### config.mk
export PLATFORM = sky130hd
export DESIGN_NAME = pssc_core
export DESIGN_NICKNAME = d
export VERILOG_FILES = /design/src/pssc_pkg.sv /design/src/pssc_core.sv
export SDC_FILE = /design/constraint.sdc
export NUM_CORES = 1
export LEC_CHECK = 0
export BUFFER_PORTS_ARGS = -buffer_cell sky130_fd_sc_hd__buf_2
export CORE_MARGIN = 10
export CORE_UTILIZATION = 37
export CTS_BUF_LIST = sky130_fd_sc_hd__clkbuf_16
export CTS_CLUSTER_SIZE = 40
export DETAILED_ROUTE_END_ITERATION = 10
export GPL_TIMING_DRIVEN = 0
export PLACE_DENSITY = 0.84
export SYNTH_ARGS = -nofsm -noshare
export SYNTH_HDL_FRONTEND = slang
export SYNTH_SLANG_ARGS = --single-unit
### constraint.sdc
create_clock -name clk -period 1.2 [get_ports clk]
set_input_delay 0.24 -clock clk [delete_from_list [all_inputs] [get_ports clk]]
set_output_delay 0.24 -clock clk [all_outputs]
set_load 0.01 [all_outputs]
### src/pssc_pkg.sv
package pssc_pkg;
	localparam int instr_width = 10;
	localparam int nibble_width = 4;
	localparam int port_width = 6;
	localparam logic [9:0] port_bit_set_op = 10'h015;
	localparam logic [9:0] compare_immediate_skip_op = 10'h025;
	localparam logic [9:0] compare_memory_skip_op = 10'h026;
	localparam logic [9:0] ext0_flag_skip_op = 10'h038;
	localparam logic [5:0] imm_prefix = 6'h07;
	localparam int imm_prefix_pos = 4;
	localparam int ext0_enable_bit = 0;
	localparam logic [3:0] port_index_max = 4'h5;
	localparam logic [5:0] port_reset = 6'h00;
	localparam logic ext0_flag_reset = 1'b0;

	typedef enum logic {
		pssc_fetch = 1'b0,
		pssc_second_word = 1'b1
	} pssc_state_t;
endpackage : pssc_pkg

### src/pssc_core.sv
`timescale 1ns/1ps
module pssc_core (
	input wire logic clk,
	input wire logic reset,
	input wire logic instr_valid,
	input wire logic [9:0] instr_word,
	input wire logic [3:0] accumulator,
	input wire logic [3:0] data_pointer_nibble,
	input wire logic [3:0] index_reg,
	input wire logic [3:0] interrupt_control_one,
	input wire logic ext0_request_set,
	output logic [5:0] port_out,
	output logic skip_next,
	output logic instr_done,
	output logic second_word_wait,
	output logic ext0_request_flag
);
	pssc_pkg::pssc_state_t state;
	pssc_pkg::pssc_state_t next_state;
	logic [5:0] next_port_out;
	logic next_skip_next;
	logic next_instr_done;
	logic next_ext0_request_flag;
	logic ext0_interrupt_enable;
	logic flag_clear;
	logic next_second_word_wait;

	assign ext0_interrupt_enable = interrupt_control_one[pssc_pkg::ext0_enable_bit];

	function automatic logic nibble_equal(input logic [3:0] a, input logic [3:0] b);
		nibble_equal = (a == b);
	endfunction : nibble_equal

	always_comb begin
		next_state = state;
		next_port_out = port_out;
		next_skip_next = 1'b0;
		next_instr_done = 1'b0;
		flag_clear = 1'b0;
		if (instr_valid) begin
			unique case (state)
				pssc_pkg::pssc_fetch: begin
					if (instr_word == pssc_pkg::port_bit_set_op) begin
						next_instr_done = 1'b1;
						// out-of-range index leaves the port alone
						if (index_reg <= pssc_pkg::port_index_max) begin
							next_port_out[index_reg[2:0]] = 1'b1;
						end
					end else if (instr_word == pssc_pkg::compare_immediate_skip_op) begin
						next_state = pssc_pkg::pssc_second_word;
					end else if (instr_word == pssc_pkg::compare_memory_skip_op) begin
						next_instr_done = 1'b1;
						next_skip_next = nibble_equal(accumulator, data_pointer_nibble);
					end else if (instr_word == pssc_pkg::ext0_flag_skip_op) begin
						next_instr_done = 1'b1;
						if (!ext0_interrupt_enable) begin
							next_skip_next = ext0_request_flag;
							flag_clear = ext0_request_flag;
						end
					end
				end
				pssc_pkg::pssc_second_word: begin
					next_state = pssc_pkg::pssc_fetch;
					next_instr_done = 1'b1;
					// a malformed second word never skips
					next_skip_next = (instr_word[9:pssc_pkg::imm_prefix_pos] == pssc_pkg::imm_prefix) &&
						nibble_equal(accumulator, instr_word[3:0]);
				end
			endcase
		end
	end

	// a new request in the clearing cycle must survive, so set wins
	always_comb begin
		next_ext0_request_flag = ext0_request_set | (ext0_request_flag & ~flag_clear);
	end

	// sequencing group: the wait output mirrors the state so callers need not decode it
	always_comb begin
		next_second_word_wait = (next_state == pssc_pkg::pssc_second_word);
	end

	always_ff @(posedge clk) begin
		if (reset) begin
			state <= pssc_pkg::pssc_fetch;
			second_word_wait <= 1'b0;
		end else begin
			state <= next_state;
			second_word_wait <= next_second_word_wait;
		end
	end

	// port group: bits are only ever set, so a stray decode cannot clear a driven pin
	always_ff @(posedge clk) begin
		if (reset) begin
			port_out <= pssc_pkg::port_reset;
		end else begin
			port_out <= next_port_out;
		end
	end

	// result group: both pulses last exactly one cycle
	always_ff @(posedge clk) begin
		if (reset) begin
			skip_next <= 1'b0;
			instr_done <= 1'b0;
		end else begin
			skip_next <= next_skip_next;
			instr_done <= next_instr_done;
		end
	end

	// flag group
	always_ff @(posedge clk) begin
		if (reset) begin
			ext0_request_flag <= pssc_pkg::ext0_flag_reset;
		end else begin
			ext0_request_flag <= next_ext0_request_flag;
		end
	end

	port_set_bit_a: assert property (@(posedge clk) disable iff (reset)
		(instr_valid && state == pssc_pkg::pssc_fetch && instr_word == pssc_pkg::port_bit_set_op &&
		index_reg <= pssc_pkg::port_index_max) |=> port_out[$past(index_reg[2:0])] && instr_done)
		else $error("port bit not set");

	imm_skip_a: assert property (@(posedge clk) disable iff (reset)
		(instr_valid && state == pssc_pkg::pssc_second_word && instr_word[9:4] == pssc_pkg::imm_prefix &&
		instr_word[3:0] == accumulator) |=> skip_next && instr_done)
		else $error("immediate compare missed skip");

	imm_prefix_a: assert property (@(posedge clk) disable iff (reset)
		(instr_valid && state == pssc_pkg::pssc_second_word && instr_word[9:4] != pssc_pkg::imm_prefix)
		|=> !skip_next)
		else $error("skip on bad second word");

	mem_compare_a: assert property (@(posedge clk) disable iff (reset)
		(instr_valid && state == pssc_pkg::pssc_fetch && instr_word == pssc_pkg::compare_memory_skip_op)
		|=> instr_done && skip_next == ($past(accumulator) == $past(data_pointer_nibble)))
		else $error("memory compare wrong");

	flag_test_a: assert property (@(posedge clk) disable iff (reset)
		(instr_valid && state == pssc_pkg::pssc_fetch && instr_word == pssc_pkg::ext0_flag_skip_op &&
		!ext0_interrupt_enable && ext0_request_flag && !ext0_request_set) |=> skip_next && !ext0_request_flag)
		else $error("flag test did not skip and clear");

	flag_nop_a: assert property (@(posedge clk) disable iff (reset)
		(instr_valid && state == pssc_pkg::pssc_fetch && instr_word == pssc_pkg::ext0_flag_skip_op &&
		ext0_interrupt_enable && !ext0_request_set) |=> !skip_next && ext0_request_flag == $past(ext0_request_flag))
		else $error("flag test acted while enabled");

	port_range_a: assert property (@(posedge clk) disable iff (reset)
		(instr_valid && state == pssc_pkg::pssc_fetch && instr_word == pssc_pkg::port_bit_set_op &&
		index_reg > pssc_pkg::port_index_max) |=> $stable(port_out))
		else $error("port changed on bad index");

	flag_set_wins_a: assert property (@(posedge clk) disable iff (reset)
		ext0_request_set |=> ext0_request_flag)
		else $error("request lost");

	port_one_bit_a: assert property (@(posedge clk) disable iff (reset)
		(instr_valid && state == pssc_pkg::pssc_fetch && instr_word == pssc_pkg::port_bit_set_op &&
		index_reg <= pssc_pkg::port_index_max) |=> port_out == ($past(port_out) | (6'h01 << $past(index_reg))))
		else $error("port bits other than the indexed one changed");

	port_only_rises_a: assert property (@(posedge clk) disable iff (reset)
		1'b1 |=> ($past(port_out) & ~port_out) == 6'h00)
		else $error("port bit cleared");

	port_idle_a: assert property (@(posedge clk) disable iff (reset)
		!(instr_valid && state == pssc_pkg::pssc_fetch && instr_word == pssc_pkg::port_bit_set_op)
		|=> $stable(port_out))
		else $error("port changed without a set");

	imm_wait_a: assert property (@(posedge clk) disable iff (reset)
		(instr_valid && state == pssc_pkg::pssc_fetch && instr_word == pssc_pkg::compare_immediate_skip_op)
		|=> second_word_wait && !instr_done && !skip_next)
		else $error("first word did not wait for the second");

	second_hold_a: assert property (@(posedge clk) disable iff (reset)
		(!instr_valid && state == pssc_pkg::pssc_second_word)
		|=> second_word_wait && !instr_done && !skip_next)
		else $error("wait for the second word dropped");

	imm_miss_a: assert property (@(posedge clk) disable iff (reset)
		(instr_valid && state == pssc_pkg::pssc_second_word && instr_word[3:0] != accumulator)
		|=> !skip_next && instr_done && !second_word_wait)
		else $error("immediate compare skipped on mismatch");

	flag_empty_a: assert property (@(posedge clk) disable iff (reset)
		(instr_valid && state == pssc_pkg::pssc_fetch && instr_word == pssc_pkg::ext0_flag_skip_op &&
		!ext0_request_flag) |=> !skip_next && instr_done)
		else $error("flag test skipped on a clear flag");

	// only a set pulse or a test with the enable low may move the flag
	flag_hold_a: assert property (@(posedge clk) disable iff (reset)
		(!ext0_request_set && !(instr_valid && state == pssc_pkg::pssc_fetch &&
		instr_word == pssc_pkg::ext0_flag_skip_op && !ext0_interrupt_enable))
		|=> ext0_request_flag == $past(ext0_request_flag))
		else $error("flag moved without a set or a test");

	other_word_a: assert property (@(posedge clk) disable iff (reset)
		(instr_valid && state == pssc_pkg::pssc_fetch && instr_word != pssc_pkg::port_bit_set_op &&
		instr_word != pssc_pkg::compare_immediate_skip_op && instr_word != pssc_pkg::compare_memory_skip_op &&
		instr_word != pssc_pkg::ext0_flag_skip_op) |=> !instr_done && !skip_next && !second_word_wait)
		else $error("foreign word acted on");

	skip_done_a: assert property (@(posedge clk) disable iff (reset)
		skip_next |-> instr_done)
		else $error("skip without a finished instruction");

	// reset is synchronous, so the cleared values show one edge later
	reset_values_a: assert property (@(posedge clk)
		reset |=> port_out == pssc_pkg::port_reset && !skip_next && !instr_done && !second_word_wait &&
		ext0_request_flag == pssc_pkg::ext0_flag_reset)
		else $error("outputs not cleared by reset");
endmodule : pssc_core

## After elaboration in Yosys (flattened, before gate mapping)

Index checks and enable logic that the tools add are counted.

- $lt $le $gt $ge: 3
- Equality and inequality tests: 7
- Multiplexer cells: 21
- Bitwise logic cells: 6
- Reduce and logical (&&, ||, !) cells: 4

Operator list:

| kind | number |
|---|---|
| 10-bit by 6-bit == test with 1-bit output (second input constant) | 3 |
| 1-bit two-way mux | 17 |
| 10-bit by 5-bit == test with 1-bit output (second input constant) | 1 |
| 4-bit == test | 2 |
| 6-bit by 3-bit == test with 1-bit output (second input constant) | 1 |
| 6-bit bitwise OR | 1 |
| 1-bit case mux with 2 select lines | 3 |
| 4-bit by 3-bit <= comparator with 1-bit output (second input constant) | 1 |
| 3-bit by 4-bit < comparator with 1-bit output (second input constant) | 1 |
| 4-bit AND reduction | 1 |
| 1-bit demux with 3-bit select | 1 |
| 3-bit by 1-bit >= comparator with 1-bit output (second input constant) | 1 |
| 1-bit NOT | 3 |
| 1-bit logical AND | 2 |
| 2-bit OR reduction | 1 |
| 1-bit AND | 1 |
| 1-bit bitwise OR | 1 |

- Register bits: 10
- Input port bits: 30

## Depth between registers and ports, before layout

Gate-level depths: netlist of run 1.

- Word-level depth: 10
- Gate-level depth with buffers: 5

## Worst setup path before layout of run 1

Ideal clock, no wire load.

- Path type: register to register
- Start point: register state
- End point: register port_out[4]
- Setup time: 65 ps
- Data arrival time: 1206 ps
- Slack: -71 ps
- Stages on the path, launching flop included: 5
- Path buffers: 0
- Clock period less this slack: 1271 ps
- Path through: dfxtp_1 > or3b_2 > nor4_4 > a31oi_1 > nor2_1

- Longest elaborated chain between the ends: 2

RTL lines:

| item | line | source |
|---|---|---|
| start, declared | pssc_core.sv:18 | `pssc_pkg::pssc_state_t state;` |
| start signal, assigned | pssc_core.sv:85 | `state <= pssc_pkg::pssc_fetch;` |
| start signal, assigned | pssc_core.sv:88 | `state <= next_state;` |
| 1-bit NOT | -- |  |
| 4-bit AND reduction (no source line) | -- |  |
| end signal, assigned | pssc_core.sv:96 | `port_out <= pssc_pkg::port_reset;` |
| end signal, assigned | pssc_core.sv:98 | `port_out <= next_port_out;` |
| end, declared | pssc_core.sv:12 | `output logic [5:0] port_out,` |

No other way between the ends.
A chain may end at the register's enable or synchronous reset.

## Worst setup path in the final report of run 1

- Start point: register state
- End point: register port_out[3]

Same word-level chain as after synthesis.

==> impl_results.md, run 1 <==
* Status: finished clean
* RSZ-0062 raised after global routing: yes
* Die ar. at 3820 um2
* First-pass GRT wire length at 3346 um
* Slew Limit Fails at 0
* Clk slew on worst S/H paths at 0.04 ns
* Detail Route Antenna Nets at 0
* CP endpoint kind: flop
* Post-synth cell types at 30
* Wirelength per Cell at 16.33 um
* Slew headroom at 72.46%
* Cts bufs inserted at 3
* Tot GR Track Use at 11.51%
* Register area share after synthesis at 30.95%
* HPWL after DPL at 1720 um
* CP delay by family, top: simple AND/OR/NAND/NOR gates
* Rows at 15
* Max-cap viol count at 0
* Synth Area in Compound Gates at 13.73%
* Vias at 735
* Ys Warns at 0
* Final hold slack at 0.2300 ns
* Number of global-route vias before repair at 729
* Share of layout cells above drive strength 1 at 44.83%
* Peak VDD IR at 1048 uV
* Clk sinks at 10
* XOR/XNOR Fraction of Synth Area at 10.83%
* Ant diodes at 0
* Vias/cell at 5.526
* Clk_lat worst skew at 0.24 ns
* Setup Skew at 0.006204 ns
* Post-Syn Nets at 105
* Critical-path maximum fanout at 6
* Critical path required time at 1.37 ns
* Filler cell count at 142
* Die Y-Extent at 61.81 um
* Slowest CP cell: dfxtp_4
* Chip Width at 61.81 um
* DRC at 0
* CP Launch Type: flop
* Clock root cell: clkbuf_16
* Register area at 203.9 um2
* Leading cell types in the layout, fill and taps excluded: 33 x buf_2, 10 x nor2_1, 9 x dfxtp_1
* FF+latch count, synth at 10
* Port Buffers at 35
* CP cell instances: nor4bb_1 > and4_2 > a31oi_1 > nor2_1
* Cells after synthesis at 75
* Mux contribution to synthesized area at 0%
* Worst path max stage delay at 0.36 ns
* Fin util at 58.15%
* Final RePlAce weighted congestion at 0.8043
* CTS H-tree depth at 1
* Period minus WS final at 1.198 ns
* CTS Buffer Depth at 2
* Pin count of the biggest net entering global routing at 10
* Hold Path Depth at 3
* Area occupied by multi-input gates at 456.7 um2
* Initial antenna violation count at 0
* Avg Cell Area, Syn at 8.625 um2
* Post-Synth Simple-Gate Area at 42.17%
* Largest family of logic cells by synthesized area: simple AND/OR/NAND/NOR gates
* Least-Margin Pin Slew at 0.4093 ns
* Setup TNS at 0 ns
* DR pass1 iterations at 4
* Core area at 1689 um2
* Critical path arrival at 1.37 ns
* Top Ports at 40
* Setup slack after layout at 0.001500 ns
* Cell Pwr Density at 1117 nW/um2
* Worst slack, placed at -0.2003 ns
* CP Buf/Inv Count at 0
* Post-Synth Adder-Cell Area at 0%
* Initial Util at 38.30%
* Commonest non-fill, non-tap cell in the layout: buf_2
* WP depth at 4
* Endpoints failing setup at 0
* WS Path Type: flop to flop
* Worst Hold Class: input port to flop
* First-iteration detailed-routing DRC count at 46
* CTS tree: built
* Leakage power at 0.4364 nW
* Grt total ovfl at 0
* Reg2Reg Depth at 4
* Area Overhead vs Synth at 51.84%
* Fin crit share at 99.87%
* Max frequency at 834.4 MHz
* Cell Area, Synth at 646.9 um2
* Final Hold Fails at 0
* Final wirelength at 2172 um
* Fin nets at 147
==> path summary, 6_finish.rpt <==
check	startpoint	end	slack (ns)
worst max register to register	state	port_out[3]	0.002
worst max-delay path	state	port_out[3]	0.002
worst min-delay path	ext0_request_set	ext0_request_flag	0.23
worst min register to register	port_out[0]	port_out[0]	0.46
==> metrics by stage <==
step	std cells	power (W)	area (um2)
after floorplan	75	0.0004103	658.1
after global placement	127	0.0004831	854.6
after detailed placement	127	0.0004886	854.6
after CTS	131	0.001086	945.9
after global routing	133	0.001140	982.2
final	133	0.001097	982.2
==> layer usage <==
metal / wire length [um] / global-route usage, % / share of wire [%]
met1: 774 / 12.86 / 36
met2: 1223 / 20.20 / 56
met3: 153 / 4.065 / 7.0
met4: 20 / 2.866 / 0.92
met5: 0 / 0 / 0
==> flip-flops by register name (all words and copies together) (netlist names) <==
register           cells
port_out               6
ext0_request_flag      1
instr_done             1
skip_next              1
state                  1
==> cell usage after synthesis <==
library cell	n	area share [%]
nand4b_1	1	1.4
nand2_1	3	1.7
and2_1	1	0.97
a31oi_1	5	4.8
or4_4	1	1.7
clkbuf_1	1	0.58
nand3_1	2	1.5
nor4_1	2	1.9
o22ai_1	1	0.97
nand4bb_4	1	4.3
xor2_1	5	6.8
and4_1	2	2.7
and2b_2	1	1.4
and4bb_2	1	1.9
o41ai_1	1	1.4
nor2_2	1	0.97
nand2b_1	3	2.9
nor4bb_1	2	3.1
a211o_1	1	1.4
nor3b_1	1	1.2
or3b_2	1	1.4
dfxtp_1	10	31
nor4_4	1	3.3
a21oi_1	5	3.9
xnor2_1	3	4.1
a32oi_1	1	1.4
nor2_1	10	5.8
inv_1	3	1.7
nor3_1	4	3.1
nand4_1	1	0.97
==> repair_timing <==
action                                  CTS  global route
hold buffers                              0             0
endpoints found under the setup margin    5             7
resized for setup                         3             5
pin swaps                                 4             5
setup buffers                             0             2
==> logic make-up (layout without fill, tap and decap cells) <==
family | Yosys count | after routing
AND/OR/NAND/NOR | 39 | 39
AO/OA/AOI/OAI | 14 | 14
flip-flops | 10 | 10
buffers and inverters | 4 | 45
XOR/XNOR | 8 | 8
==> power breakdown <==
part,internal (W),switching (W),leakage [nW],total (W)
Sequential,0.000334,0.00000240,0.0816,0.000336
Combinational,0.0000788,0.0000807,0.312,0.000160
Clock,0.000437,0.000164,0.0423,0.000601
==> tightest hold or removal path, stage by stage <==
cell and delay (ns):
buf_2 0.09, inv_1 0.04, a21oi_1 0.05
==> layout make-up <==
class / instances / area share [%]
multi-input combinational: 61 / 46.50
timing repair buffer: 37 / 21.02
sequential: 10 / 20.76
clock buffer: 3 / 7.643
tap: 17 / 2.166
inverter: 3 / 1.146
clock inverter: 1 / 0.3822
buffer: 1 / 0.3822
No activity file was read; power rests on OpenSTA's default activity.
==> run 2: changes to the inputs <==
- ABC_AREA: not set -> 1
==> impl_results.md, run 2 <==
* CP Launch Type: flop
* Chip Width at 62.54 um (+1.2%)
* Initial antenna violation count at 0 (unchanged)
* Area Overhead vs Synth at 42.62%
* Number of global-route vias before repair at 773 (+6.0%)
* Clk network pwr share at 55.6% (+0.8 points)
* Largest Register: port_out
* RSZ-0062 raised after global routing: no
* Avg Cell Area, Syn at 5.673 um2 (-34%)
* Post-synth cell types at 15 (-50%)
* Filler cell count at 177 (+25%)
* Synth top area share at 29.91% (-1.0 points)
* Ys Warns at 0 (unchanged)
* Final Hold Fails at 0 (unchanged)
* Vias/cell at 4.440 (-20%)
* Grt total ovfl at 0 (unchanged)
* FF+latch count, synth at 10 (unchanged)
* Critical path arrival at 1.19 ns (-0.18 ns)
* Post_cts resized at 0 (-3)
* Ys flop type: dfxtp_1
* Register area share after synthesis at 29.91% (-1.0 points)
* Tot GR Track Use at 9.374% (-2.1 points)
* Core area at 1727 um2 (+2.2%)
* Setup Skew at 0.002139 ns (-0.004065 ns)
* Endpoints failing setup at 0 (unchanged)
* Cell Pwr Density at 1112 nW/um2 (-0.46%)
* P_int at 0.0008311 W (-2.2%)
* Rows at 15 (unchanged)
* Top cells by area, synth: dfxtp_1 30%, nand2_1 16%, inv_1 15%, nor2_1 10%, nand3_1 8.2%
* Commonest non-fill, non-tap cell in the layout: buf_2
* Status: finished clean
* Least-Margin Pin Slew at 0.3530 ns (-0.05629 ns)
* Cts bufs inserted at 3 (unchanged)
* Setup TNS at 0 ns (unchanged)
* Initial Util at 38.77% (+0.47 points)
* CTS Buffer Depth at 2 (unchanged)
* Comb power frac at 12.6% (-1.9 points)
* Detail Route Antenna Nets at 0 (unchanged)
* Slew Limit Fails at 0 (unchanged)
* Slew headroom at 76.46% (+4.0 points)
* Peak VDD IR at 1095 uV (+4.5%)
* Top post-synthesis cells by count: 28 x nand2_1, 26 x inv_1, 18 x nor2_1
* Count leader, synth: nand2_1
* WS Path Type: flop to flop
* Max-cap viol count at 0 (unchanged)
* Cell Area, Synth at 669.4 um2 (+3.5%)
* Clk sinks at 10 (unchanged)
* DR pass1 iterations at 4 (unchanged)
* Period minus WS final at 1.025 ns (-0.1734 ns)
* Largest register FFs at 6 (unchanged)
* Asr flop ratio synth at 0% (unchanged)
* Share of layout cells above drive strength 1 at 28.66% (-16 points)
* Clk_lat worst skew at 0.23 ns (about the same)
* CTS tree: built
* Post-CTS Setup Bufs at 0 (unchanged)
* Post-Syn Nets at 148 (+41%)
* Critical-path maximum fanout at 6 (unchanged)
* Clk slew on worst S/H paths at 0.04 ns (about the same)
* Critical path required time at 1.36 ns (about the same)
* Vias at 808 (+9.9%)
* Fin crit share at 85.43% (-14 points)
* CTS H-tree depth at 1 (unchanged)
* Port Buffers at 35 (unchanged)
* Max frequency at 975.5 MHz (+17%)
* Ant diodes at 0 (unchanged)
* CP endpoint kind: flop
* Psw at 0.0002301 W (-6.8%)
* First-iteration detailed-routing DRC count at 45 (-2.2%)
* Final wirelength at 1846 um (-15%)
* Yosys top cell by area: dfxtp_1
* Worst Hold Class: input port to flop
* Clock root cell: clkbuf_16
* Sequential Power Share at 31.8% (+1.2 points)
* HPWL after DPL at 1566 um (-8.9%)
* Top Ports at 40 (unchanged)
* EDFF count, synth at 0 (unchanged)
* Wirelength per Cell at 10.14 um (-38%)
* First-pass GRT wire length at 3139 um (-6.2%)
* Die Y-Extent at 62.54 um (+1.2%)
* Leakage power at 0.5006 nW (+15%)
* DRC at 0 (unchanged)
* Switching share of power at 21.69% (-0.82 points)
* Final RePlAce weighted congestion at 0.8620 (+7.2%)
* Final Cell Area at 954.7 um2 (-2.8%)
* Die ar. at 3911 um2 (+2.4%)
* Dpl cell area at 875.8 um2 (+2.5%)
* Leading cell types in the layout, fill and taps excluded: 35 x buf_2, 28 x nand2_1, 26 x inv_1
* CTS Hold Buffers Added at 0 (unchanged)
* Fin nets at 188 (+28%)
* Pin count of the biggest net entering global routing at 10 (unchanged)
* Cells after synthesis at 118 (+57%)
==> run 2: cell count changes after synthesis, sizes merged, moves of 9 or more <==
cell,before,now
nor2,11,23
inv,3,26
nand2,3,29
nand3,2,11
==> run 2: critical path, cell delays in order, from the launching register on <==
cell and delay, ns:
dfxtp_1 0.32, nor2_1 0.14, nand2_1 0.10, nor2_4 0.17
nand3_1 0.09, a21oi_1 0.13
==> run 2: metal layers <==
| layer | vias up | part of all wire, % | track usage (%) |
|---|---|---|---|
| li1 | 443 | - | - |
| met2 | 34 | 48 | 16.54 |
| met3 | 2 | 9.4 | 4.659 |
| met5 | - | 0 | 0 |
| met4 | 0 | 0.33 | 1.676 |
| met1 | 329 | 42 | 9.849 |
==> run 2: per-stage QoR <==
step	power (W)	util, %	hold WS [ns]	std cells	worst slack [ns]
5_1_grt	0.001109	55.29	0.2789	182	0.06842
6_report	0.001061	55.29	0.2554	182	0.1749
3_3_place_gp	0.0004715	50.72	0.4345	178	0.03989
2_1_floorplan	0.0004094	-	0.3740	118	0.2396
4_1_cts	0.001071	55.29	0.2644	182	0.1680
3_5_place_dp	0.0004764	50.72	0.4376	178	0.007573
==> run 2: worst paths after layout <==
kind,start,end,slack (ns),cells after the start
hold / removal,ext0_request_set,ext0_request_flag,0.26,3
hold reg to reg,port_out[0],port_out[0],0.44,2
setup reg to reg,state,port_out[4],0.17,5
setup / recovery,state,port_out[4],0.17,5
==> run 2: logic make-up after synthesis <==
logic type,count (synthesis),share of synthesized area [%]
simple gates,67,43.92
buf+inv,27,15.14
flops,10,29.91
compound gates,14,11.03
==> run 2: cell type report <==
type | instances | area (um2) | share of cell area (%)
plain buffers | 1 | 3.754 | 0.3932
clock buffers | 3 | 75.07 | 7.864
clock inverters | 1 | 3.754 | 0.3932
inverters | 26 | 97.59 | 10.22
multi-input cells | 81 | 367.9 | 38.53
flip-flops and latches | 10 | 200.2 | 20.97
well taps | 25 | 31.28 | 3.277
repair buffers | 35 | 175.2 | 18.35
==> run 2: power by group through the flow <==
| stage | combinational [W] | clock, W | sequential [W] |
|---|---|---|---|
| 2_1_floorplan | 0.0000649 | 0 | 0.000345 |
| 3_3_place_gp | 0.000128 | 0 | 0.000343 |
| 3_5_place_dp | 0.000133 | 0 | 0.000343 |
| 4_1_cts | 0.000134 | 0.000599 | 0.000338 |
| 5_1_grt | 0.000153 | 0.000618 | 0.000338 |
| 6_report | 0.000133 | 0.000590 | 0.000338 |
